[config.mk]
export PLATFORM = sky130hd
export DESIGN_NAME = sleep_wake_reset_control
export DESIGN_NICKNAME = d
export VERILOG_FILES = /design/src/sleep_wake_pkg.sv /design/src/sleep_wake_reset_control.sv /design/src/glitch_filter.sv
export SDC_FILE = /design/constraint.sdc
export NUM_CORES = 1
export LEC_CHECK = 0
export ABC_CLOCK_PERIOD_IN_PS = 3100
export BUFFER_PORTS_ARGS = -buffer_cell sky130_fd_sc_hd__clkbuf_2
export CAP_MARGIN = 5
export CORE_MARGIN = 2
export CORE_UTILIZATION = 55
export CTS_BUF_LIST = sky130_fd_sc_hd__clkbuf_16
export CTS_CLUSTER_SIZE = 20
export DETAILED_ROUTE_END_ITERATION = 8
export PLACE_DENSITY = 0.82
export SYNTH_ARGS = -nofsm -noshare
export SYNTH_HDL_FRONTEND = slang
export SYNTH_SLANG_ARGS = --single-unit
[constraint.sdc]
create_clock -name hclk -period 3.1 [get_ports hclk]
set_input_delay 0.31 -clock hclk [delete_from_list [all_inputs] [get_ports hclk]]
set_output_delay 0.31 -clock hclk [all_outputs]
set_load 0.01 [all_outputs]
[src/sleep_wake_pkg.sv]
// Constants for the sleep, wake and reset control block
package sleep_wake_pkg;
   // Time figures in their own units
   localparam int unsigned CLK_HZ         = 40_000_000;
   localparam int unsigned RC_START_US    = 1000;   // 1.0 ms
   localparam int unsigned STD_START_US   = 18000;  // 18 ms
   localparam int unsigned GLITCH_NS      = 100;
   localparam int unsigned CLK_NS         = 25;
   // Derived cycle counts
   localparam int unsigned RC_START_CYC   = (RC_START_US / 1000) * (CLK_HZ / 1000);
   localparam int unsigned STD_START_CYC  = (STD_START_US / 1000) * (CLK_HZ / 1000);
   localparam int unsigned GLITCH_CYC     = (GLITCH_NS + CLK_NS - 1) / CLK_NS;
   localparam int          CNT_W          = 20;
   localparam int          FLT_W          = 4;

   // Register map
   localparam logic [11:0] OFS_SECONDARY_OPTION_REGISTER    = 12'h000;
   localparam logic [11:0] OFS_STATUS     = 12'h004;
   localparam logic [11:0] OFS_CONTROL    = 12'h008;

   // Secondary option register fields
   localparam int          BIT_WAKE_EN    = 0;
   localparam int          BIT_LVD_EN_N   = 1;
   localparam int          BIT_SW_WDT_EN  = 4;
   localparam logic [7:0]  SECONDARY_OPTION_REGISTER_RESET  = 8'h02;

   // Status register fields
   localparam int          BIT_PCW_FLAG   = 0;
   localparam int          BIT_WDT_RUN    = 1;
   localparam int          BIT_CORE_RST   = 2;
   localparam int          BIT_ASLEEP     = 3;

   // Control register fields
   localparam int          BIT_SLEEP_REQ  = 0;
   localparam int          BIT_FLAG_SET   = 1;

   // Wake pin positions on the high-voltage port
   localparam int          WAKE_HI_PIN    = 7;

   // Oscillator select code for RC
   localparam logic [1:0]  OSC_RC         = 2'b11;

   typedef enum logic [1:0]
   {
      ST_HOLD  = 2'b00,
      ST_START = 2'b01,
      ST_RUN   = 2'b10,
      ST_SLEEP = 2'b11
   } seq_state_e;
endpackage : sleep_wake_pkg

[src/sleep_wake_reset_control.sv]
// Reset, sleep and wake-up sequencer with AHB-Lite register access
//
// Summary of operation
// - On entering sleep the levels of port bits 0 to 3 are captured as wake references.
// - While asleep a filtered level different from its reference causes a warm reset.
// - A pin-change wake clears the pin-change wake flag so software can see the cause.
// - Port bit 7 also wakes the device, sharing the wake enable and flag.
// - With brown-out detection active, a low supply holds the core in reset while it lasts.
// - Brown-out detection is off at power-up and turns on when software writes zero to its bit.
// - The watchdog runs whenever its configuration fuse is programmed to enable, except in sleep, where the value latched at entry rules.
// - On sleep entry the watchdog enable is latched and held until wake.
// - With the fuse clear, option bit 4 switches the watchdog on and off.
// - The software watchdog enable is clear after power-up.
// - With RC oscillator selected the start-up delay is 1.0 ms instead of 18 ms.
// - The short RC delay applies after every reset cause.
`timescale 1ns/1ps
`default_nettype none
module sleep_wake_reset_control
   import sleep_wake_pkg::*;
(
   input  wire logic        hclk,
   input  wire logic        hresetn,
   input  wire logic        hsel,
   input  wire logic [11:0] haddr,
   input  wire logic [1:0]  htrans,
   input  wire logic        hwrite,
   input  wire logic [2:0]  hsize,
   input  wire logic [31:0] hwdata,
   input  wire logic        hready,
   output logic [31:0]      hrdata,
   output logic             hreadyout,
   output logic             hresp,
   input  wire logic [7:0]  high_voltage_port,
   input  wire logic        external_reset_pin_n,
   input  wire logic        supply_low,
   input  wire logic        wdt_fuse,
   input  wire logic        osc_select_high,
   input  wire logic        osc_select_low,
   input  wire logic        wdt_timeout,
   output logic             core_reset_n,
   output logic             wdt_enable,
   output logic             sleeping
);
   ////////////////////////////////////////////////////////////////////////////
   // Wake input filters
   logic [4:0] wake_in;
   logic [4:0] wake_filt;
   assign wake_in = {high_voltage_port[WAKE_HI_PIN], high_voltage_port[3:0]};

   for (genvar i = 0; i < 5; i++)
   begin : g_filt
      glitch_filter u_filt
      (
         .hclk    (hclk),
         .hresetn (hresetn),
         .din     (wake_in[i]),
         .dout    (wake_filt[i])
      );
   end

   function automatic logic [CNT_W-1:0] start_cycles(input logic [1:0] osc);
      start_cycles = (osc == OSC_RC) ? CNT_W'(RC_START_CYC)
                                     : CNT_W'(STD_START_CYC);
   endfunction : start_cycles

   ////////////////////////////////////////////////////////////////////////////
   // AHB-Lite address phase capture
   logic        wr_pend_reg;
   logic        wr_pend_next;
   logic [11:0] addr_reg;
   logic [11:0] addr_next;
   logic        acc;
   assign acc = hsel & hready & htrans[1];

   always_comb
   begin
      wr_pend_next = acc & hwrite;
      addr_next    = acc ? haddr : addr_reg;
   end

   ////////////////////////////////////////////////////////////////////////////
   // Sequencer and registers
   seq_state_e       state_reg;
   seq_state_e       state_next;
   logic [CNT_W-1:0] cnt_reg;
   logic [CNT_W-1:0] cnt_next;
   logic [7:0]       opt_reg;
   logic [7:0]       opt_next;
   logic             flag_reg;
   logic             flag_next;
   logic [4:0]       ref_reg;
   logic [4:0]       ref_next;
   logic             wdt_latch_reg;
   logic             wdt_latch_next;
   logic             lvd_on_reg;
   logic             lvd_on_next;
   logic [31:0]      rdata_reg;
   logic [31:0]      rdata_next;
   logic             hold_rst;
   logic             pin_wake;
   logic             wdt_live;

   // Brown-out acts like the reset pin while detection is on
   assign hold_rst = ~external_reset_pin_n | (lvd_on_reg & supply_low);
   assign pin_wake = opt_reg[BIT_WAKE_EN] & |(wake_filt ^ ref_reg);
   assign wdt_live = wdt_fuse | opt_reg[BIT_SW_WDT_EN];

   always_comb
   begin
      state_next     = state_reg;
      cnt_next       = cnt_reg;
      opt_next       = opt_reg;
      flag_next      = flag_reg;
      ref_next       = ref_reg;
      wdt_latch_next = wdt_latch_reg;
      lvd_on_next    = lvd_on_reg;
      rdata_next     = '0;

      if (wr_pend_reg)
      begin
         case (addr_reg)
            OFS_SECONDARY_OPTION_REGISTER:
            begin
               opt_next    = hwdata[7:0];
               lvd_on_next = ~hwdata[BIT_LVD_EN_N];
            end
            OFS_CONTROL:
            begin
               if (hwdata[BIT_FLAG_SET])
                  flag_next = 1'b1;
               if (hwdata[BIT_SLEEP_REQ] && state_reg == ST_RUN)
               begin
                  state_next     = ST_SLEEP;
                  ref_next       = wake_filt;
                  wdt_latch_next = wdt_live;
               end
            end
            default:
            begin
            end
         endcase
      end

      case (state_reg)
         ST_HOLD:
         begin
            cnt_next = start_cycles({osc_select_high, osc_select_low});
            if (!hold_rst)
               state_next = ST_START;
         end
         ST_START:
         begin
            if (cnt_reg > CNT_W'(1))
               cnt_next = cnt_reg - CNT_W'(1);
            else
               state_next = ST_RUN;
         end
         ST_RUN:
         begin
            if (wdt_live && wdt_timeout)
               state_next = ST_HOLD;
         end
         ST_SLEEP:
         begin
            // Hardware clear beats any software set in the same cycle
            if (pin_wake)
            begin
               flag_next  = 1'b0;
               state_next = ST_HOLD;
            end
            else if (wdt_latch_reg && wdt_timeout)
               state_next = ST_HOLD;
         end
         default:
            state_next = ST_HOLD;
      endcase

      if (hold_rst)
         state_next = ST_HOLD;

      case (addr_next)
         OFS_SECONDARY_OPTION_REGISTER: rdata_next = {24'h0, opt_next};
         OFS_STATUS:  rdata_next = {28'h0, state_next == ST_SLEEP, state_next != ST_RUN,
                                    wdt_enable_val(state_next, wdt_latch_next, wdt_live), flag_next};
         default:     rdata_next = '0;
      endcase
   end

   function automatic logic wdt_enable_val(input seq_state_e st, input logic lat, input logic live);
      wdt_enable_val = (st == ST_SLEEP) ? lat : live;
   endfunction : wdt_enable_val

   always_ff @(posedge hclk or negedge hresetn)
   begin
      if (!hresetn)
      begin
         state_reg     <= ST_HOLD;
         cnt_reg       <= '0;
         opt_reg       <= SECONDARY_OPTION_REGISTER_RESET;
         flag_reg      <= 1'b1;
         ref_reg       <= '0;
         wdt_latch_reg <= 1'b0;
         lvd_on_reg    <= 1'b0;
         wr_pend_reg   <= 1'b0;
         addr_reg      <= '0;
         rdata_reg     <= '0;
      end
      else
      begin
         state_reg     <= state_next;
         cnt_reg       <= cnt_next;
         opt_reg       <= opt_next;
         flag_reg      <= flag_next;
         ref_reg       <= ref_next;
         wdt_latch_reg <= wdt_latch_next;
         lvd_on_reg    <= lvd_on_next;
         wr_pend_reg   <= wr_pend_next;
         addr_reg      <= addr_next;
         rdata_reg     <= rdata_next;
      end
   end

   ////////////////////////////////////////////////////////////////////////////
   // Outputs from flip-flops
   logic out_rst_n_reg;
   logic out_wdt_reg;
   logic out_sleep_reg;

   always_ff @(posedge hclk or negedge hresetn)
   begin
      if (!hresetn)
      begin
         out_rst_n_reg <= 1'b0;
         out_wdt_reg   <= 1'b0;
         out_sleep_reg <= 1'b0;
      end
      else
      begin
         out_rst_n_reg <= (state_next == ST_RUN) || (state_next == ST_SLEEP);
         out_wdt_reg   <= wdt_enable_val(state_next, wdt_latch_next, wdt_live);
         out_sleep_reg <= state_next == ST_SLEEP;
      end
   end

   assign core_reset_n = out_rst_n_reg;
   assign wdt_enable   = out_wdt_reg;
   assign sleeping     = out_sleep_reg;
   assign hrdata       = rdata_reg;
   assign hreadyout    = 1'b1;
   assign hresp        = 1'b0;

   ////////////////////////////////////////////////////////////////////////////
   // Checks
   a_brownout_hold: assert property (@(posedge hclk) disable iff (!hresetn)
      (lvd_on_reg && supply_low) |=> !core_reset_n)
      else $error("core released during brown-out");
   a_lvd_off_reset: assert property (@(posedge hclk) disable iff (!hresetn)
      $rose(hresetn) |-> !lvd_on_reg)
      else $error("brown-out detect on after reset");
   a_fuse_wdt_run: assert property (@(posedge hclk) disable iff (!hresetn)
      (wdt_fuse && state_reg != ST_SLEEP && state_next != ST_SLEEP) |=> wdt_enable)
      else $error("watchdog off with fuse set");
   a_sw_wdt_ctl: assert property (@(posedge hclk) disable iff (!hresetn)
      (!wdt_fuse && state_next == ST_RUN) |=> wdt_enable == $past(opt_reg[BIT_SW_WDT_EN]))
      else $error("software watchdog enable not followed");
   a_wake_flag: assert property (@(posedge hclk) disable iff (!hresetn)
      (state_reg == ST_SLEEP && pin_wake && !hold_rst) |=> (!flag_reg && state_reg == ST_HOLD))
      else $error("pin wake did not clear flag");
   a_ref_capture: assert property (@(posedge hclk) disable iff (!hresetn)
      (state_reg == ST_RUN && state_next == ST_SLEEP) |=> ref_reg == $past(wake_filt))
      else $error("wake reference not captured");
   a_wake_exit: assert property (@(posedge hclk) disable iff (!hresetn)
      (state_reg == ST_SLEEP && pin_wake) |=> state_reg == ST_HOLD ##1 !core_reset_n)
      else $error("pin change did not wake");
   a_wdt_latched: assert property (@(posedge hclk) disable iff (!hresetn)
      (state_reg == ST_SLEEP && state_next == ST_SLEEP) |=> wdt_enable == wdt_latch_reg)
      else $error("watchdog setting changed in sleep");
   a_start_delay: assert property (@(posedge hclk) disable iff (!hresetn)
      (state_reg == ST_HOLD && !hold_rst) |=> (cnt_reg == start_cycles($past({osc_select_high,
         osc_select_low}))))
      else $error("start delay count wrong");
endmodule : sleep_wake_reset_control
`default_nettype wire

[src/glitch_filter.sv]
// Glitch filter for one wake input
`timescale 1ns/1ps
`default_nettype none
module glitch_filter
   import sleep_wake_pkg::*;
(
   input  wire logic hclk,
   input  wire logic hresetn,
   input  wire logic din,
   output logic      dout
);
   logic             dout_reg;
   logic             dout_next;
   logic [FLT_W-1:0] cnt_reg;
   logic [FLT_W-1:0] cnt_next;

   // A change must persist for a full filter window before it shows
   always_comb
   begin
      dout_next = dout_reg;
      cnt_next  = '0;
      if (din != dout_reg)
      begin
         if (cnt_reg == FLT_W'(GLITCH_CYC - 1))
            dout_next = din;
         else
            cnt_next = cnt_reg + FLT_W'(1);
      end
   end

   always_ff @(posedge hclk or negedge hresetn)
   begin
      if (!hresetn)
      begin
         dout_reg <= 1'b0;
         cnt_reg  <= '0;
      end
      else
      begin
         dout_reg <= dout_next;
         cnt_reg  <= cnt_next;
      end
   end

   assign dout = dout_reg;
endmodule : glitch_filter
`default_nettype wire

==> results of run 1 <==
[kinds of logic (layout without fill, tap and decap cells)]
kind of cell               count (synthesis)  count (layout)  synth area share
adders and majority gates                  7               7           0.02089
AOI/OAI and AO/OA                         59              59           0.08625
other                                      2              26          0.001791
buffers and inverters                     45              71           0.06715
muxes                                     20              20           0.05610
xor gates and xnor gates                  23              23           0.04804
DFF                                       87              87            0.5198
and+or+nand+nor                          163             163            0.1999
[layer usage]
layer | global-route usage | up-vias
li1 | - | 1451
met1 | 0.2487 | 1439
met2 | 0.3284 | 95
met3 | 0.05062 | 15
met4 | 0.07828 | 0
met5 | 0 | -
[where the power goes]
part / internal, mW / switching [mW] / total (mW)
combinational: 0.222 / 0.264 / 0.486
sequential: 1.28 / 0.132 / 1.42
clock: 0.618 / 0.433 / 1.05
total: 2.13 / 0.830 / 2.95
[metrics by stage]
| step | hold slack, ns | cell area [sq um] | std cells | power (mW) |
|---|---|---|---|---|
| 2_1_floorplan | 0.01441 | 4283 | 430 | 1.791 |
| 3_3_place_gp | 0.4565 | 4397 | 539 | 1.882 |
| 3_5_place_dp | 0.4650 | 4397 | 539 | 1.913 |
| 4_1_cts | 0.1846 | 4686 | 555 | 2.961 |
| 5_1_grt | 0.1955 | 4686 | 555 | 3.107 |
| 6_report | 0.1511 | 4686 | 555 | 2.955 |
[critical path, cell delays in order (launching register included)]
cell     delay [ns]
dfrtp_1        0.39
nor4_2         0.34
nand3_1        0.16
or4b_1         0.74
mux2_4         0.40
a22o_1         0.23
[cell type report]
| cell class | instances | share of cell area |
|---|---|---|
| multi-input combinational | 298 | 0.3888 |
| inverter | 7 | 0.005607 |
| tap | 99 | 0.02644 |
| clock inverter | 7 | 0.01362 |
| clock buffer | 9 | 0.04806 |
| timing repair buffer | 48 | 0.05234 |
| sequential | 87 | 0.4652 |
[cells in the mapped netlist (all sizes together) (3+ instances only)]
| cell type | instances | area (sq um) |
|---|---|---|
| dfrtp | 85 | 2127 |
| nand2 | 49 | 183.9 |
| buf | 33 | 236.5 |
| nor2 | 30 | 112.6 |
| o21ai | 21 | 105.1 |
| mux2 | 19 | 225.2 |
| nor3 | 16 | 80.08 |
| a21oi | 15 | 75.07 |
| xnor2 | 13 | 113.9 |
| nor4 | 12 | 93.84 |
| nand3 | 10 | 50.05 |
| xor2 | 10 | 87.58 |
| nor2b | 8 | 50.05 |
| ha | 7 | 87.58 |
| inv | 7 | 26.28 |
| nand2b | 7 | 43.79 |
| and2 | 6 | 37.54 |
| clkbuf | 5 | 18.77 |
| nand3b | 5 | 37.54 |
| nor3b | 5 | 37.54 |
| a31oi | 4 | 25.02 |
| and3 | 3 | 18.77 |
| o31ai | 3 | 22.52 |
[worst max path at each step]
stage	depth (start not counted)	to	start
floorplan	6	hrdata[0]	addr_reg[8]
global placement	5	hrdata[0]	addr_reg[8]
detailed placement	5	hrdata[0]	addr_reg[8]
CTS	6	hrdata[1]	addr_reg[4]
global route	6	hrdata[1]	addr_reg[4]
finish	5	hrdata[0]	addr_reg[8]
==> flow_summary.ini, run 1 <==
[timing]
post-route-period-util = 0.7647
tns_ns = 0
fin_skew_ns = 0.006819
setup_slack_ns = 0.7293
slew_viol_final = 0
rsz0062_at_grt = false
fin_crit_ns = 2.371
max_slew_margin = 0.2992
worst_pin_slew_ns = 1.051
setup_viol = 0
fmax_mhz = 421.8
hold_violations = 0

[clocking]
cts_resized = 0
htree_levels = 3
clock-sinks = 87
path_clk_slew_ns = 0.06
ctsLongestPathBuffers = 2
hold_buffers = 0
clock_latency_ns = 0.34
cts_tree = done
cts_root_buffer = clkbuf_16
cts_post_setup_buffers_inserted = 0
numCtsBuffers = 9

[critical_path]
endpoint_kind = flip-flop
ff2ff_path_depth = 5
crit_arrival_ns = 2.60
worstPathMaxFanout = 9
worstPathRequired_ns = 3.33
r2r_slack_ns = 0.73
r2r-end = hrdata[0]
startpoint_type = flip-flop
criticalPathCategory = flip-flop to flip-flop
r2r-start = addr_reg[8]

[synthesis]
yosys_warnings = 0
synth.avg_cell_area_sq_um = 10.33
yosysSeqAreaShare = 0.5198
synth_flop_cell = dfrtp_1
synthCells = 406
synth_edf_count = 0
async_reset_ff_frac = 1.000
ys_ff_latch = 87
syn_area_sq_mm = 0.004193
ys_types = 55

[layout]
seq_area_sq_mm = 0.002180
area_growth_syn_to_layout_pct = 11.76
nFillCells = 564
fin_util = 0.6392
multiInputGateArea_sq_mm = 0.001822
final_common_cell = dfrtp_1
antenna_cells = 0
drive_gt1_frac = 0.1732
layout_common_cells = 85 x dfrtp_1, 49 x nand2_1, 46 x clkbuf_2
nets = 526

[floorplan]
fp.dieW_um = 91.31
ioPinCount = 105
dieArea_sq_mm = 0.008338
core_sq_mm = 0.007331
start_util = 0.5719
die_h_um = 91.31
rows = 31

[placement]
port_buffers = 47
place.gp.congestion = 0.8552
dp_hpwl_um = 5336
pre_cts_slack_ns = 0.7320

[global_routing]
grt_max_degree = 88
overflow = 0
grt_usage = 0.1978
antenna_found_initial = 0
grt_pass1_vias = 2991
grt_pass1_wl_um = 13320

[min_path]
hold_class = primary input to asynchronous set/reset pin

[route]
drt-wirelength-per-cell_um = 14.02
drc = 0
finalWirelength_um = 7779
dr.max_layer_used = met4
drtIter0Drc = 186
route.met2.wl_um = 3828
drt-met1-wl_um = 3443
routed_via_density = 5.405
ant_nets = 0
wl_met3_um = 384
firstDrtPassIters = 5
vias = 3000

[power]
power.density_mw_per_mm2 = 630.6
leakage_nw = 2.265
ir_drop_uv = 389.0

[run_status]
status = finished, final reports clean

[flow_run]
maxCapViolCount = 0
Power figures use the tool's default switching activity.
==> run 2, diff against run 1 <==
--- a/config.mk
+++ b/config.mk
@@ -5,15 +5,15 @@
 export SDC_FILE = /design/constraint.sdc
 export NUM_CORES = 1
 export LEC_CHECK = 0
-export ABC_CLOCK_PERIOD_IN_PS = 3100
+export ABC_CLOCK_PERIOD_IN_PS = 2500
 export BUFFER_PORTS_ARGS = -buffer_cell sky130_fd_sc_hd__clkbuf_2
 export CAP_MARGIN = 5
 export CORE_MARGIN = 2
-export CORE_UTILIZATION = 55
+export CORE_UTILIZATION = 53
 export CTS_BUF_LIST = sky130_fd_sc_hd__clkbuf_16
 export CTS_CLUSTER_SIZE = 20
 export DETAILED_ROUTE_END_ITERATION = 8
-export PLACE_DENSITY = 0.82
+export PLACE_DENSITY = 0.8
 export SYNTH_ARGS = -nofsm -noshare
 export SYNTH_HDL_FRONTEND = slang
 export SYNTH_SLANG_ARGS = --single-unit
==> constraint.sdc (replaced) <==
create_clock -name hclk -period 2.5 [get_ports hclk]
set_input_delay 0.25 -clock hclk [delete_from_list [all_inputs] [get_ports hclk]]
set_output_delay 0.25 -clock hclk [all_outputs]
set_load 0.01 [all_outputs]
==> run 2 against run 1 <==
Clock skew is essentially flat. Critical path depth rose by 1. Sequential power increased by 24%. First-iteration DRC count is 12% higher. Critical endpoint is now hrdata[1]. Hold slack lost 0.030 ns. Highest routed layer unchanged. Die area up 3.6%. Clock power is 39% higher. Via count rose by 1.2%. Final area is 2.2% higher. Register-to-register slack worse by 0.56 ns. Wire length up 3.0%.
==> flow_summary.ini, run 2 (synthesized netlist as in run 1, its figures left out) <==
[run_status]
status = finished, final reports clean

[global_routing]
grt_usage = 0.2012
overflow = 0
antenna_found_initial = 0
grt_max_degree = 88
grt_pass1_vias = 3016
grt_pass1_wl_um = 13720

[placement]
place.gp.congestion = 0.7900
port_buffers = 47
dpl_cell_area_sq_mm = 0.004451
dp_hpwl_um = 5531
dp_cells = 547

[floorplan]
ioPinCount = 105
rows = 32
fp.dieW_um = 92.95
die_h_um = 92.95
core_sq_mm = 0.007687
dieArea_sq_mm = 0.008639
start_util = 0.5454

[min_path]
hold_class = primary input to flip-flop
hold_end = wr_pend_reg
hp-start = hwrite
min_path_cells = 2

[critical_path]
max_stage_delay_ns = 0.45
startpoint_type = flip-flop
worstPathRequired_ns = 2.73
r2r_slack_ns = 0.17
criticalPathCategory = flip-flop to flip-flop
endpoint_kind = flip-flop
ff2ff_path_depth = 6
cp_cell_sequence = or3_1 -> nor4_2 -> a41o_1 -> and3_1 -> nor3_1 -> o31ai_1
slowest_stage = or3_1
crit_arrival_ns = 2.55
r2r-start = cnt_reg[16]
r2r-end = hrdata[1]
worstPathMaxFanout = 4

[layout]
area_growth_syn_to_layout_pct = 14.20
layout_common_cells = 85 x dfrtp_1, 49 x nand2_1, 46 x clkbuf_2
stdcell_count = 564
fin_util = 0.6229
final_common_cell = dfrtp_1
drive_gt1_frac = 0.1883
antenna_cells = 0
nets = 532
final_cell_area_sq_mm = 0.004788

[clocking]
clock_latency_ns = 0.33
path_clk_slew_ns = 0.06
htree_levels = 3
cts_tree = done
cts_root_buffer = clkbuf_16
cts_resized = 0
ctsLongestPathBuffers = 2
clock-sinks = 87
numCtsBuffers = 9

[route]
finalWirelength_um = 8015
routed_via_density = 5.385
ant_nets = 0
drc = 0
firstDrtPassIters = 4
drt-wirelength-per-cell_um = 14.21
drtIter0Drc = 208
vias = 3037

[power]
ir_drop_uv = 423.6
leakage_nw = 2.314
power.density_mw_per_mm2 = 798.4

[timing]
fin_crit_ns = 2.328
fmax_mhz = 429.6
tns_ns = 0
setup_viol = 0
hold_violations = 0
worst_pin_slew_ns = 0.5782
slew_viol_final = 0
fin_skew_ns = 0.006831
rsz0062_at_grt = false
max_slew_margin = 0.6045
post-route-period-util = 0.9311

[flow_run]
maxCapViolCount = 0
run 2: layer usage:
metal  share of wire  GRT usage  vias to the layer above
li1                -          -                     1464
met4           0.016    0.06127                        0
met2            0.48     0.3345                      100
met1            0.45     0.2628                     1457
met3           0.053    0.04719                       16
met5               0          0                        -
run 2: final cells by class:
cell class                 count  area [sq um]
multi-input combinational    298          1822
tap                          102         127.6
sequential                    87          2180
fill                         633          2899
clock inverter                 7         102.6
inverter                       7         26.28
timing repair buffer          54         305.3
clock buffer                   9         225.2
run 2: critical path: cells and delay by family, from the launching register on:
kind | cells | cell delay [ns]
simple gates | 4 | 1.24
compound gates | 2 | 0.60
flops | 1 | 0.39
run 2: metrics by stage:
step                hold slack (ns)  power (mW)  setup WS (ns)
floorplan                  -0.04559       2.221         0.4776
global placement             0.3159       2.341         0.3248
detailed placement           0.3232       2.382         0.3100
CTS                          0.1103       3.864         0.2456
global route                 0.1309       4.034        0.05840
finish                       0.1208       3.823         0.1722
run 2: worst max-delay path by stage:
stage	to	cells after the start	start
floorplan	hrdata[0]	6	addr_reg[8]
global placement	hrdata[0]	6	addr_reg[8]
detailed placement	hrdata[1]	6	cnt_reg[16]
CTS	hrdata[1]	6	cnt_reg[16]
global route	cnt_reg[12]	9	cnt_reg[0]
finish	hrdata[1]	6	cnt_reg[16]
run 2: power breakdown:
| group | leakage [nW] | switching (mW) | internal, mW |
|---|---|---|---|
| logic | 1.05 | 0.330 | 0.281 |
| registers | 1.10 | 0.164 | 1.59 |
| clock network | 0.162 | 0.566 | 0.889 |
| total | 2.31 | 1.06 | 2.76 |
run 2: repair_timing:
item | in CTS | in global routing
hold endpoints to repair | 85 | 0
hold buffers | 1 | 0
buffers inserted | 0 | 0
endpoints found under the setup margin | 0 | 0
==> run 3, diff against run 2 <==
--- a/config.mk
+++ b/config.mk
@@ -14,6 +14,7 @@
 export CTS_CLUSTER_SIZE = 20
 export DETAILED_ROUTE_END_ITERATION = 8
 export PLACE_DENSITY = 0.8
+export RECOVER_POWER = 100
 export SYNTH_ARGS = -nofsm -noshare
 export SYNTH_HDL_FRONTEND = slang
 export SYNTH_SLANG_ARGS = --single-unit
==> run 3 against run 2 <==
Sequential power about the same. Cell count did not move. Sequential share of layout area grew 0.40 points. Core utilization is 0.54 points lower. Wire length stayed put. Clock power about the same. Largest cell class unchanged.
==> flow_summary.ini, run 3 (synthesized netlist as in run 1, its figures left out) <==
[floorplan]
fp.dieW_um = 92.95
core_sq_mm = 0.007687
ioPinCount = 105
rows = 32
dieArea_sq_mm = 0.008639
start_util = 0.5454
die_h_um = 92.95

[placement]
port_buffers = 47
pre_cts_slack_ns = 0.3100
place.gp.congestion = 0.7900
dp_hpwl_um = 5531
dp_cells = 547

[timing]
worst_pin_slew_ns = 1.153
fmax_mhz = 428.5
fin_crit_ns = 2.334
max_slew_margin = 0.2311
setup_viol = 0
fin_skew_ns = 0.006850
tns_ns = 0
slew_viol_final = 0
setup_slack_ns = 0.1661
rsz0062_at_grt = false
post-route-period-util = 0.9335
hold_violations = 0

[layout]
stdcell_count = 564
area_growth_syn_to_layout_pct = 13.22
antenna_cells = 0
layout_common_cells = 85 x dfrtp_1, 49 x nand2_1, 35 x clkbuf_2
drive_gt1_frac = 0.1537
final_common_cell = dfrtp_1
nets = 532

[clocking]
cts_root_buffer = clkbuf_16
htree_levels = 3
ctsLongestPathBuffers = 2
clock_latency_ns = 0.33
cts_tree = done
numCtsBuffers = 9
cts_post_setup_buffers_inserted = 0
clock-sinks = 87
path_clk_slew_ns = 0.06

[power]
finalPower_mw = 3.814
power.density_mw_per_mm2 = 803.4
leakage_nw = 2.247
ir_drop_uv = 417.0

[global_routing]
overflow = 0
antenna_found_initial = 0
grt_max_degree = 88
grt_usage = 0.2012
grt_pass1_vias = 3016
grt_pass1_wl_um = 13720

[critical_path]
worstPathRequired_ns = 2.69
r2r-start = cnt_reg[16]
crit_arrival_ns = 2.53
cp_cell_sequence = or3_1 -> nor4_2 -> a31o_1 -> a21oi_1 -> o21ai_0 -> o31ai_1
ff2ff_path_depth = 6
r2r-end = cnt_reg[18]
slowest_stage = a31o_1
startpoint_type = flip-flop
criticalPathCategory = flip-flop to flip-flop
worstPathMaxFanout = 14
endpoint_kind = flip-flop
r2r_slack_ns = 0.17
max_stage_delay_ns = 0.56

[route]
drt-wirelength-per-cell_um = 14.21
drc = 0
drtIter0Drc = 181
finalWirelength_um = 8015
routed_via_density = 5.358
vias = 3022
ant_nets = 0
firstDrtPassIters = 4

[min_path]
hold_class = primary input to flip-flop
min_path_cells = 2
hold_end = wr_pend_reg
hp-start = hwrite

[flow_run]
maxCapViolCount = 0

[run_status]
status = finished, final reports clean
## run 3: power by group
part	switching, mW	total, mW	internal (mW)
Clock	0.567	1.46	0.889
Sequential	0.164	1.76	1.59
Combinational	0.328	0.601	0.273
## run 3: worst max-delay path by stage
stage          slack, ns           to  depth (start not counted)   startpoint
6_report            0.17  cnt_reg[18]                          6  cnt_reg[16]
5_1_grt             0.05  cnt_reg[11]                          6  cnt_reg[16]
3_5_place_dp        0.31    hrdata[1]                          6  cnt_reg[16]
3_3_place_gp        0.32    hrdata[0]                          6  addr_reg[8]
4_1_cts             0.25    hrdata[1]                          6  cnt_reg[16]
2_1_floorplan       0.48    hrdata[0]                          6  addr_reg[8]
## run 3: metrics by stage
stage               instance area [sq um]  hold WS [ns]    util
floorplan                            4283      -0.04559       -
global placement                     4451        0.3159  0.5789
detailed placement                   4451        0.3232  0.5789
CTS                                  4788        0.1103  0.6229
global route                         4747        0.1309  0.6175
finish                               4747        0.1195  0.6175
## run 3: per-layer routing
metal | GRT usage | vias up | wire length [um]
met5 | 0 | - | 0
met3 | 0.04719 | 15 | 427
met4 | 0.06127 | 0 | 121
li1 | - | 1464 | -
met1 | 0.2628 | 1447 | 3629
met2 | 0.3345 | 96 | 3837
## run 3: final cells by class
class / count / area (sq um)
clock buffers: 9 / 225.2
clock inverters: 7 / 102.6
fillers: 652 / 2940
inverters: 7 / 26.28
multi-input cells: 298 / 1810
flip-flops and latches: 87 / 2180
well taps: 102 / 127.6
repair buffers: 54 / 275.3
## run 3: critical path: cells and delay by family (launching register included)
kind            cells  cell delay (ns)
compound gates      4             0.92
flops               1             0.39
simple gates        2             0.89
## run 3: timing repair
action,4_1_cts,5_1_grt
endpoints found under the hold margin,85,0
endpoints found under the setup margin,0,0
resized for setup,0,0
hold buffers,1,0
